## src/bsps_pkg.sv

```systemverilog
/*
 * Shared constants and types for the bipolar stepper phase sequencer.
 * Assumes a single 40 MHz clock and a plain register port with
 * one-cycle read latency.
 */
// Notes on behaviour
// [RULE1] select low: one full step per clock
// [RULE2] full mode cycles four phases A-D
// [RULE3] every full phase drives both coils
// [RULE4] select high: one half step per clock
// [RULE5] half mode cycles eight phases A-H
// [RULE6] half A,C,E,G equal full A,B,C,D
// [RULE7] half B,D,F,H energize only one coil
// [RULE8] impedance low: idle coil switches all off
// [RULE9] impedance high: idle coil upper on, lower off
// [RULE10] high impedance means both switches off
// [RULE11] bias open: phase A, all coil outputs floated
// [RULE12] bias open: home low, controls ignored
// [RULE13] bias back: resume in phase A, controls live
// [RULE14] standby bias cuts current, phase kept
// [RULE15] host may hold bias open at power-up
// [RULE16] advance only on step clock rising edge
// [RULE17] home indicator low exactly in phase A
// [RULE18] direction low forward, high backward, wrapping
// [RULE19] polarity is Gray decode of phase index
// [RULE20] size change maps to nearest new phase
package bsps_pkg;

   ////////////////////////////////////////////////////////////
   // phase index in half-step units, A is zero
   typedef logic [2:0] bsps_phase_t;
   localparam bsps_phase_t PHASE_A = 3'h0;
   localparam bsps_phase_t STEP_HALF = 3'h1;
   localparam bsps_phase_t STEP_FULL = 3'h2;

   // one bridge output: upper and lower switch
   typedef struct packed {
      logic hi_on;
      logic lo_on;
   } bsps_drive_s;

   // both outputs of one coil
   typedef struct packed {
      bsps_drive_s p;
      bsps_drive_s n;
   } bsps_coil_s;

   localparam bsps_drive_s DRIVE_OFF = 2'h0;
   localparam bsps_drive_s DRIVE_HIGH = 2'h2;
   localparam bsps_drive_s DRIVE_LOW = 2'h1;
   localparam bsps_drive_s DRIVE_UPPER = 2'h2;

   ////////////////////////////////////////////////////////////
   // register port
   localparam int ADDR_W = 4;
   localparam int DATA_W = 32;
   localparam logic [ADDR_W-1:0] CTRL_OFS = 4'h0;
   localparam logic [ADDR_W-1:0] STATUS_OFS = 4'h4;
   localparam logic [1:0] CTRL_RESET = 2'h0;
   localparam int CTRL_SET_BIT = 0;
   localparam int CTRL_STBY_BIT = 1;
   localparam logic [DATA_W-1:0] RDATA_ZERO = 32'h0000_0000;

   // control and status as carried internally
   typedef struct packed {
      logic soft_standby;
      logic soft_set;
   } bsps_ctrl_s;

   typedef struct packed {
      logic standby;
      logic set_active;
      logic half_mode;
      bsps_phase_t phase;
   } bsps_status_s;

endpackage : bsps_pkg

```

## src/bsps_sequencer.sv

```systemverilog
/*
 * Phase sequencer and output decode for a two-coil bipolar
 * stepper bridge, with a small control/status register port.
 * Assumes every input is synchronous to clock_in, the step
 * clock is far slower than clock_in, and the bias/set pin has
 * been reduced to two logic levels: open and standby.
 */
// Decided for this implementation: the strobed register port and the register addresses.
module bsps_sequencer (
   input wire logic clock_in,
   input wire logic rst_in,
   input wire logic step_clk_in,
   input wire logic rotation_dir_in,
   input wire logic step_size_sel_in,
   input wire logic idle_coil_impedance_sel_in,
   input wire logic bias_set_open_in,
   input wire logic bias_set_standby_in,
   input wire logic [bsps_pkg::ADDR_W-1:0] reg_addr_in,
   input wire logic [bsps_pkg::DATA_W-1:0] reg_wdata_in,
   input wire logic reg_wr_in,
   input wire logic reg_rd_in,
   output bsps_pkg::bsps_drive_s coil_a_out_p_out,
   output bsps_pkg::bsps_drive_s coil_a_out_n_out,
   output bsps_pkg::bsps_drive_s coil_b_out_p_out,
   output bsps_pkg::bsps_drive_s coil_b_out_n_out,
   output logic home_phase_n_out,
   output logic home_phase_n_oe_out,
   output logic drive_reduced_out,
   output logic [bsps_pkg::DATA_W-1:0] reg_rdata_out
);

   ////////////////////////////////////////////////////////////
   // coil polarity helpers
   function automatic bsps_pkg::bsps_coil_s coil_pol(
      input logic neg
   );
      bsps_pkg::bsps_coil_s c;
      c.p = neg ? bsps_pkg::DRIVE_LOW : bsps_pkg::DRIVE_HIGH;
      c.n = neg ? bsps_pkg::DRIVE_HIGH : bsps_pkg::DRIVE_LOW;
      return c;
   endfunction : coil_pol

   // idle coil: floated or both uppers on
   function automatic bsps_pkg::bsps_coil_s coil_idle(
      input logic low_z
   );
      bsps_pkg::bsps_coil_s c;
      c.p = low_z ? bsps_pkg::DRIVE_UPPER : bsps_pkg::DRIVE_OFF; // RULE8 RULE9
      c.n = low_z ? bsps_pkg::DRIVE_UPPER : bsps_pkg::DRIVE_OFF; // RULE10
      return c;
   endfunction : coil_idle

   // Gray polarity of full phase f: A ++, B -+, C --, D +-
   function automatic logic neg_a(input logic [1:0] f);
      return f[0] ^ f[1];
   endfunction : neg_a

   function automatic logic neg_b(input logic [1:0] f);
      return f[1];
   endfunction : neg_b

   ////////////////////////////////////////////////////////////
   // registers
   bsps_pkg::bsps_phase_t phase_reg;
   bsps_pkg::bsps_phase_t phase_next;
   logic step_prev_reg;
   bsps_pkg::bsps_ctrl_s ctrl_reg;
   bsps_pkg::bsps_coil_s coil_a_reg;
   bsps_pkg::bsps_coil_s coil_b_reg;
   bsps_pkg::bsps_coil_s coil_a_next;
   bsps_pkg::bsps_coil_s coil_b_next;
   logic home_reg;
   logic home_n_reg;
   logic reduced_reg;
   logic half_reg;
   logic set_reg;
   logic [bsps_pkg::DATA_W-1:0] rdata_reg;
   logic [bsps_pkg::DATA_W-1:0] rdata_next;

   ////////////////////////////////////////////////////////////
   // control decode
   wire logic set_active;
   wire logic step_edge;
   wire logic standby;
   wire logic odd_phase;
   wire bsps_pkg::bsps_phase_t step_amt;
   wire logic [1:0] full_idx;
   wire logic [1:0] low_idx;
   wire logic [1:0] high_idx;

   // open bias or soft set both preset the sequencer
   assign set_active = bias_set_open_in | ctrl_reg.soft_set; // RULE11
   // edge qualified only while bias is present
   assign step_edge = step_clk_in & ~step_prev_reg & ~set_active; // RULE16 RULE12
   assign standby = bias_set_standby_in | ctrl_reg.soft_standby;

   // full mode from an odd phase lands on the nearest even one
   assign step_amt = (step_size_sel_in | phase_reg[0])
      ? bsps_pkg::STEP_HALF : bsps_pkg::STEP_FULL; // RULE1 RULE4 RULE20

   ////////////////////////////////////////////////////////////
   // next phase: forward on low direction, wrap is free in 3 bits
   always_comb begin
      phase_next = phase_reg;
      if (set_active) begin
         phase_next = bsps_pkg::PHASE_A; // RULE11
      end else if (step_edge) begin
         if (rotation_dir_in) begin
            phase_next = phase_reg - step_amt; // RULE18
         end else begin
            phase_next = phase_reg + step_amt; // RULE18 RULE2 RULE5
         end
      end
   end

   ////////////////////////////////////////////////////////////
   // output decode from the next phase
   assign odd_phase = phase_next[0];
   assign full_idx = phase_next[2:1];
   assign low_idx = phase_next[2:1];
   assign high_idx = phase_next[2:1] + 2'h1;

   always_comb begin
      coil_a_next = coil_pol(neg_a(full_idx)); // RULE19 RULE6 RULE3
      coil_b_next = coil_pol(neg_b(full_idx)); // RULE19 RULE6 RULE3
      if (odd_phase) begin
         // the coil whose sign differs between neighbours rests
         if (neg_a(low_idx) != neg_a(high_idx)) begin
            coil_a_next = coil_idle(idle_coil_impedance_sel_in); // RULE7
            coil_b_next = coil_pol(neg_b(low_idx)); // RULE7
         end else begin
            coil_a_next = coil_pol(neg_a(low_idx)); // RULE7
            coil_b_next = coil_idle(idle_coil_impedance_sel_in); // RULE7
         end
      end
      if (set_active) begin
         coil_a_next = coil_idle(1'b0); // RULE11 RULE10
         coil_b_next = coil_idle(1'b0); // RULE11 RULE10
      end
   end

   ////////////////////////////////////////////////////////////
   // sequencer state
   always_ff @(posedge clock_in) begin
      if (rst_in) begin
         phase_reg <= bsps_pkg::PHASE_A;
         step_prev_reg <= 1'b0;
      end else begin
         phase_reg <= phase_next;
         step_prev_reg <= step_clk_in;
      end
   end

   // output flops; standby never touches the phase
   always_ff @(posedge clock_in) begin
      if (rst_in) begin
         coil_a_reg <= {bsps_pkg::DRIVE_OFF, bsps_pkg::DRIVE_OFF};
         coil_b_reg <= {bsps_pkg::DRIVE_OFF, bsps_pkg::DRIVE_OFF};
         home_reg <= 1'b1;
         home_n_reg <= 1'b0;
         reduced_reg <= 1'b0;
      end else begin
         coil_a_reg <= coil_a_next; // RULE13
         coil_b_reg <= coil_b_next; // RULE13
         home_reg <= (phase_next == bsps_pkg::PHASE_A); // RULE17 RULE12
         // own flop so the pin needs no inverter after the register
         home_n_reg <= (phase_next != bsps_pkg::PHASE_A); // RULE17
         reduced_reg <= standby; // RULE14
      end
   end

   ////////////////////////////////////////////////////////////
   // register port: control write, status read one cycle later
   wire logic wr_ctrl;
   wire logic rd_ctrl;
   wire logic rd_stat;
   wire bsps_pkg::bsps_status_s status;

   assign wr_ctrl = reg_wr_in & (reg_addr_in == bsps_pkg::CTRL_OFS);
   assign rd_ctrl = reg_rd_in & (reg_addr_in == bsps_pkg::CTRL_OFS);
   assign rd_stat = reg_rd_in & (reg_addr_in == bsps_pkg::STATUS_OFS);
   assign status = '{standby: reduced_reg, set_active: set_reg,
                     half_mode: half_reg, phase: phase_reg};

   // unmapped reads give zero; data stands only one cycle
   always_comb begin
      rdata_next = bsps_pkg::RDATA_ZERO;
      if (rd_ctrl) begin
         rdata_next[1:0] = ctrl_reg;
      end else if (rd_stat) begin
         rdata_next[5:0] = status;
      end
   end

   always_ff @(posedge clock_in) begin
      if (rst_in) begin
         ctrl_reg <= bsps_pkg::CTRL_RESET;
         rdata_reg <= bsps_pkg::RDATA_ZERO;
         half_reg <= 1'b0;
         set_reg <= 1'b1; // coils float in reset, same as under set
      end else begin
         if (wr_ctrl) begin
            ctrl_reg <= reg_wdata_in[1:0];
         end
         rdata_reg <= rdata_next;
         half_reg <= step_size_sel_in;
         set_reg <= set_active;
      end
   end

   ////////////////////////////////////////////////////////////
   // outputs straight from flops
   assign coil_a_out_p_out = coil_a_reg.p;
   assign coil_a_out_n_out = coil_a_reg.n;
   assign coil_b_out_p_out = coil_b_reg.p;
   assign coil_b_out_n_out = coil_b_reg.n;
   assign home_phase_n_out = home_n_reg;
   assign home_phase_n_oe_out = home_reg; // open drain: drive only low
   assign drive_reduced_out = reduced_reg;
   assign reg_rdata_out = rdata_reg;

   wire logic odd_now;
   assign odd_now = phase_reg[0];
endmodule : bsps_sequencer

```

## config.mk

```make
export PLATFORM = sky130hd
export DESIGN_NAME = bsps_sequencer
export DESIGN_NICKNAME = d
export VERILOG_FILES = /design/src/bsps_pkg.sv /design/src/bsps_sequencer.sv
export SDC_FILE = /design/constraint.sdc
export NUM_CORES = 1
export LEC_CHECK = 0
export ABC_AREA = 1
export BUFFER_PORTS_ARGS = -buffer_cell sky130_fd_sc_hd__buf_4
export CELL_PAD_IN_SITES_DETAIL_PLACEMENT = 1
export CELL_PAD_IN_SITES_GLOBAL_PLACEMENT = 2
export CORE_ASPECT_RATIO = 1.4
export CORE_UTILIZATION = 18
export CTS_BUF_LIST = sky130_fd_sc_hd__clkbuf_4 sky130_fd_sc_hd__clkbuf_8 sky130_fd_sc_hd__clkbuf_16
export CTS_CLUSTER_SIZE = 14
export DETAILED_ROUTE_END_ITERATION = 10
export PLACE_DENSITY_LB_ADDON = 0.1
export SLEW_MARGIN = 15
export SYNTH_ARGS = -nofsm -noshare
export SYNTH_HDL_FRONTEND = slang
export SYNTH_SLANG_ARGS = --single-unit
```

## constraint.sdc

```tcl
create_clock -name clock_in -period 2.06 [get_ports clock_in]
set_clock_uncertainty 0.2 [all_clocks]
set_input_delay 0.206 -clock clock_in [delete_from_list [all_inputs] [get_ports clock_in]]
set_output_delay 0.206 -clock clock_in [all_outputs]
set_load 0.03 [all_outputs]
```

==> results_dict.tcl <==
set metrics [dict create \
    grt_pass1_wl_um 4810 \
    vias_per_cell 3.46 \
    clkTransAtPathRegs_ps 90 \
    ant_nets 0 \
    min_period_ps 2090 \
    cts_tree "built" \
    nets 262 \
    final-max-slew-violation-count 0 \
    drtPass1Iterations 2 \
    pwr-share-seq 0.449 \
    cts_buffers 3 \
    die_area_mm2 0.00723 \
    post_drt_wl_per_cell_um 10.2 \
    grt_pass1_vias 1046 \
    rows 35 \
    violations "negative setup slack" \
    setup_ws_ps -25.6 \
    grt.busiest_layer "met2" \
    start_util 0.188 \
    cts_buffer_depth 2 \
    htree_levels 1 \
    synth_seq_cells 25 \
    die_w_um 72.1 \
    hp-class "in2reg" \
    grt_max_degree 14 \
    cp-start-kind "flop" \
    arrival_ps 2050 \
    worstSetupEndpointType "flop" \
    clock.fmax_mhz 479 \
    gr-usage-met2 0.165 \
    dp_slack_ps -163 \
    io_pins 89 \
    outcome "finished with violations" \
    post-place-cells 288 \
    critical_path_class "reg2reg" \
    synth_cell_types 21 \
    p_per_area_mw_per_mm2 641 \
    nFillCells 811 \
    dieHeight_um 100 \
    async_reset_ff_frac 0 \
    p_comb_frac 0.274 \
    placed_area_mm2 0.00158 \
    layout_common_cells "buf_4, conb_1, dfxtp_1, nand2_1, nor2_1" \
    root_buffer "clkbuf_8" \
    clkPwrFrac 0.277 \
    grt_util_met1 0.0897 \
    avgSynthCellArea_um2 8.00 \
    netlist_area_mm2 0.00124 \
    largest_reg_flops 6 \
    fin_util 0.269 \
    netlist_instances 155 \
    overflow 0 \
    p_leak_nw 0.873 \
    period_share 1.01 \
    drtIter0Drc 15 \
    core_mm2 0.00661 \
    hold_violations 0 \
    routed_wl_um 3070 \
    min_from "reg_wdata_in[1]" \
    final_common_cell "buf_4" \
    synth-edff-count 0 \
    grtUsageTotal 0.0871 \
    portBuffers 32 \
    worstReg2RegStart "phase_reg[0]" \
    rsz0062_at_grt "yes" \
    post-dp-hpwl_um 2410 \
    routed-via-count 1046 \
    drc 0 \
    cp_max_fo 4 \
    num_antenna_cells 0 \
    p_int_mw 0.771 \
    drive_above_1_share 0.410 \
    gp_congestion 0.681 \
    required_ps 2020 \
    yosysWarnings 0 \
    ir_drop_mv 0.205 \
    worstSkewPairLatency_ps 270 \
    antenna_found_initial 0 \
    use_met3 0.0141 \
    cap_violations 0 \
    power_switching_mw 0.370 \
    cts.sink_count 25 \
    finalSetupViolCount 1 \
    area_growth_pct 43.6 \
    fin_area_mm2 0.00178 \
    hold_ws_ps 14.6 \
    synth_flop_cell "dfxtp_1" \
    power_mw 1.14 \
    synth.yosys.seq_area_share 0.404 \
    fin_tns_setup_ps -25.6 \
    crit_path_start "phase_reg[0]" \
    fin_cells 302 \
    swShare 0.324 \
]
==> final timing paths <==
kind / slack (ps) / to / cells after the start
worst max-delay path: -30 / coil_a_out_p_out[0] / 14
worst min-delay path: 10 / ctrl_reg[1] / 3
worst max register to register: -30 / coil_a_out_p_out[0] / 14
worst min register to register: 220 / reg_rdata_out[4] / 2
==> layout make-up <==
cell class | instances | area (um^2) | area share
Multi-Input combinational cell | 105 | 609 | 0.342
Sequential cell | 25 | 502 | 0.282
Timing Repair Buffer | 53 | 417 | 0.234
Tap cell | 92 | 115 | 0.0647
Inverter | 23 | 88.8 | 0.0499
Clock buffer | 4 | 48.8 | 0.0274
==> critical path: stages, from the launching register on <==
cell,delay [ps]
dfxtp_2,330
inv_2,80
a21oi_2,70
fa_2,380
inv_2,60
nand2_2,50
nand3_2,60
nand2_2,50
nand2_2,100
nand2_4,70
buf_4,140
buf_6,110
ha_2,160
nand2_2,60
a21oi_2,50
==> cell families after synthesis <==
logic type               share of synthesized area
AND/OR/NAND/NOR                              0.243
AO/OA/AOI/OAI                               0.0626
other                                      0.00302
adder cells (fa/ha/maj)                     0.0565
buffers and inverters                        0.231
flip-flops                                   0.404
==> timing repair <==
action	4_1_cts	5_1_grt
resized for setup	11	13
hold endpoints to repair	4	0
pin swaps	6	12
hold buffers	3	0
setup buffers	4	3
endpoints found under the setup margin	5	5
==> synthesized netlist by cell type, types with 4 or more instances <==
cell     count  area [um^2]
nor2_1      18         67.6
dfxtp_1     25          500
buf_4       26          195
a21oi_1      9         45.0
nand2_1     24         90.1
inv_2        4         15.0
ha_1         4         50.1
inv_1       19         71.3
nand3_1      4         20.0
==> power groups by stage <==
stage / clock (mW) / combinational (mW) / sequential [mW]
finish: 0.315 / 0.313 / 0.513
global route: 0.349 / 0.340 / 0.515
CTS: 0.338 / 0.298 / 0.513
detailed placement: 0 / 0.268 / 0.523
global placement: 0 / 0.267 / 0.523
floorplan: 0 / 0.186 / 0.552
==> routing by layer <==
layer  share of wire  up-vias  wire, um
li1                -      530         -
met1            0.37      479      1120
met2            0.57       33      1730
met3           0.051        4       157
met4           0.018        0        55
met5               0        -         0
(Power assumes the default switching activity.)
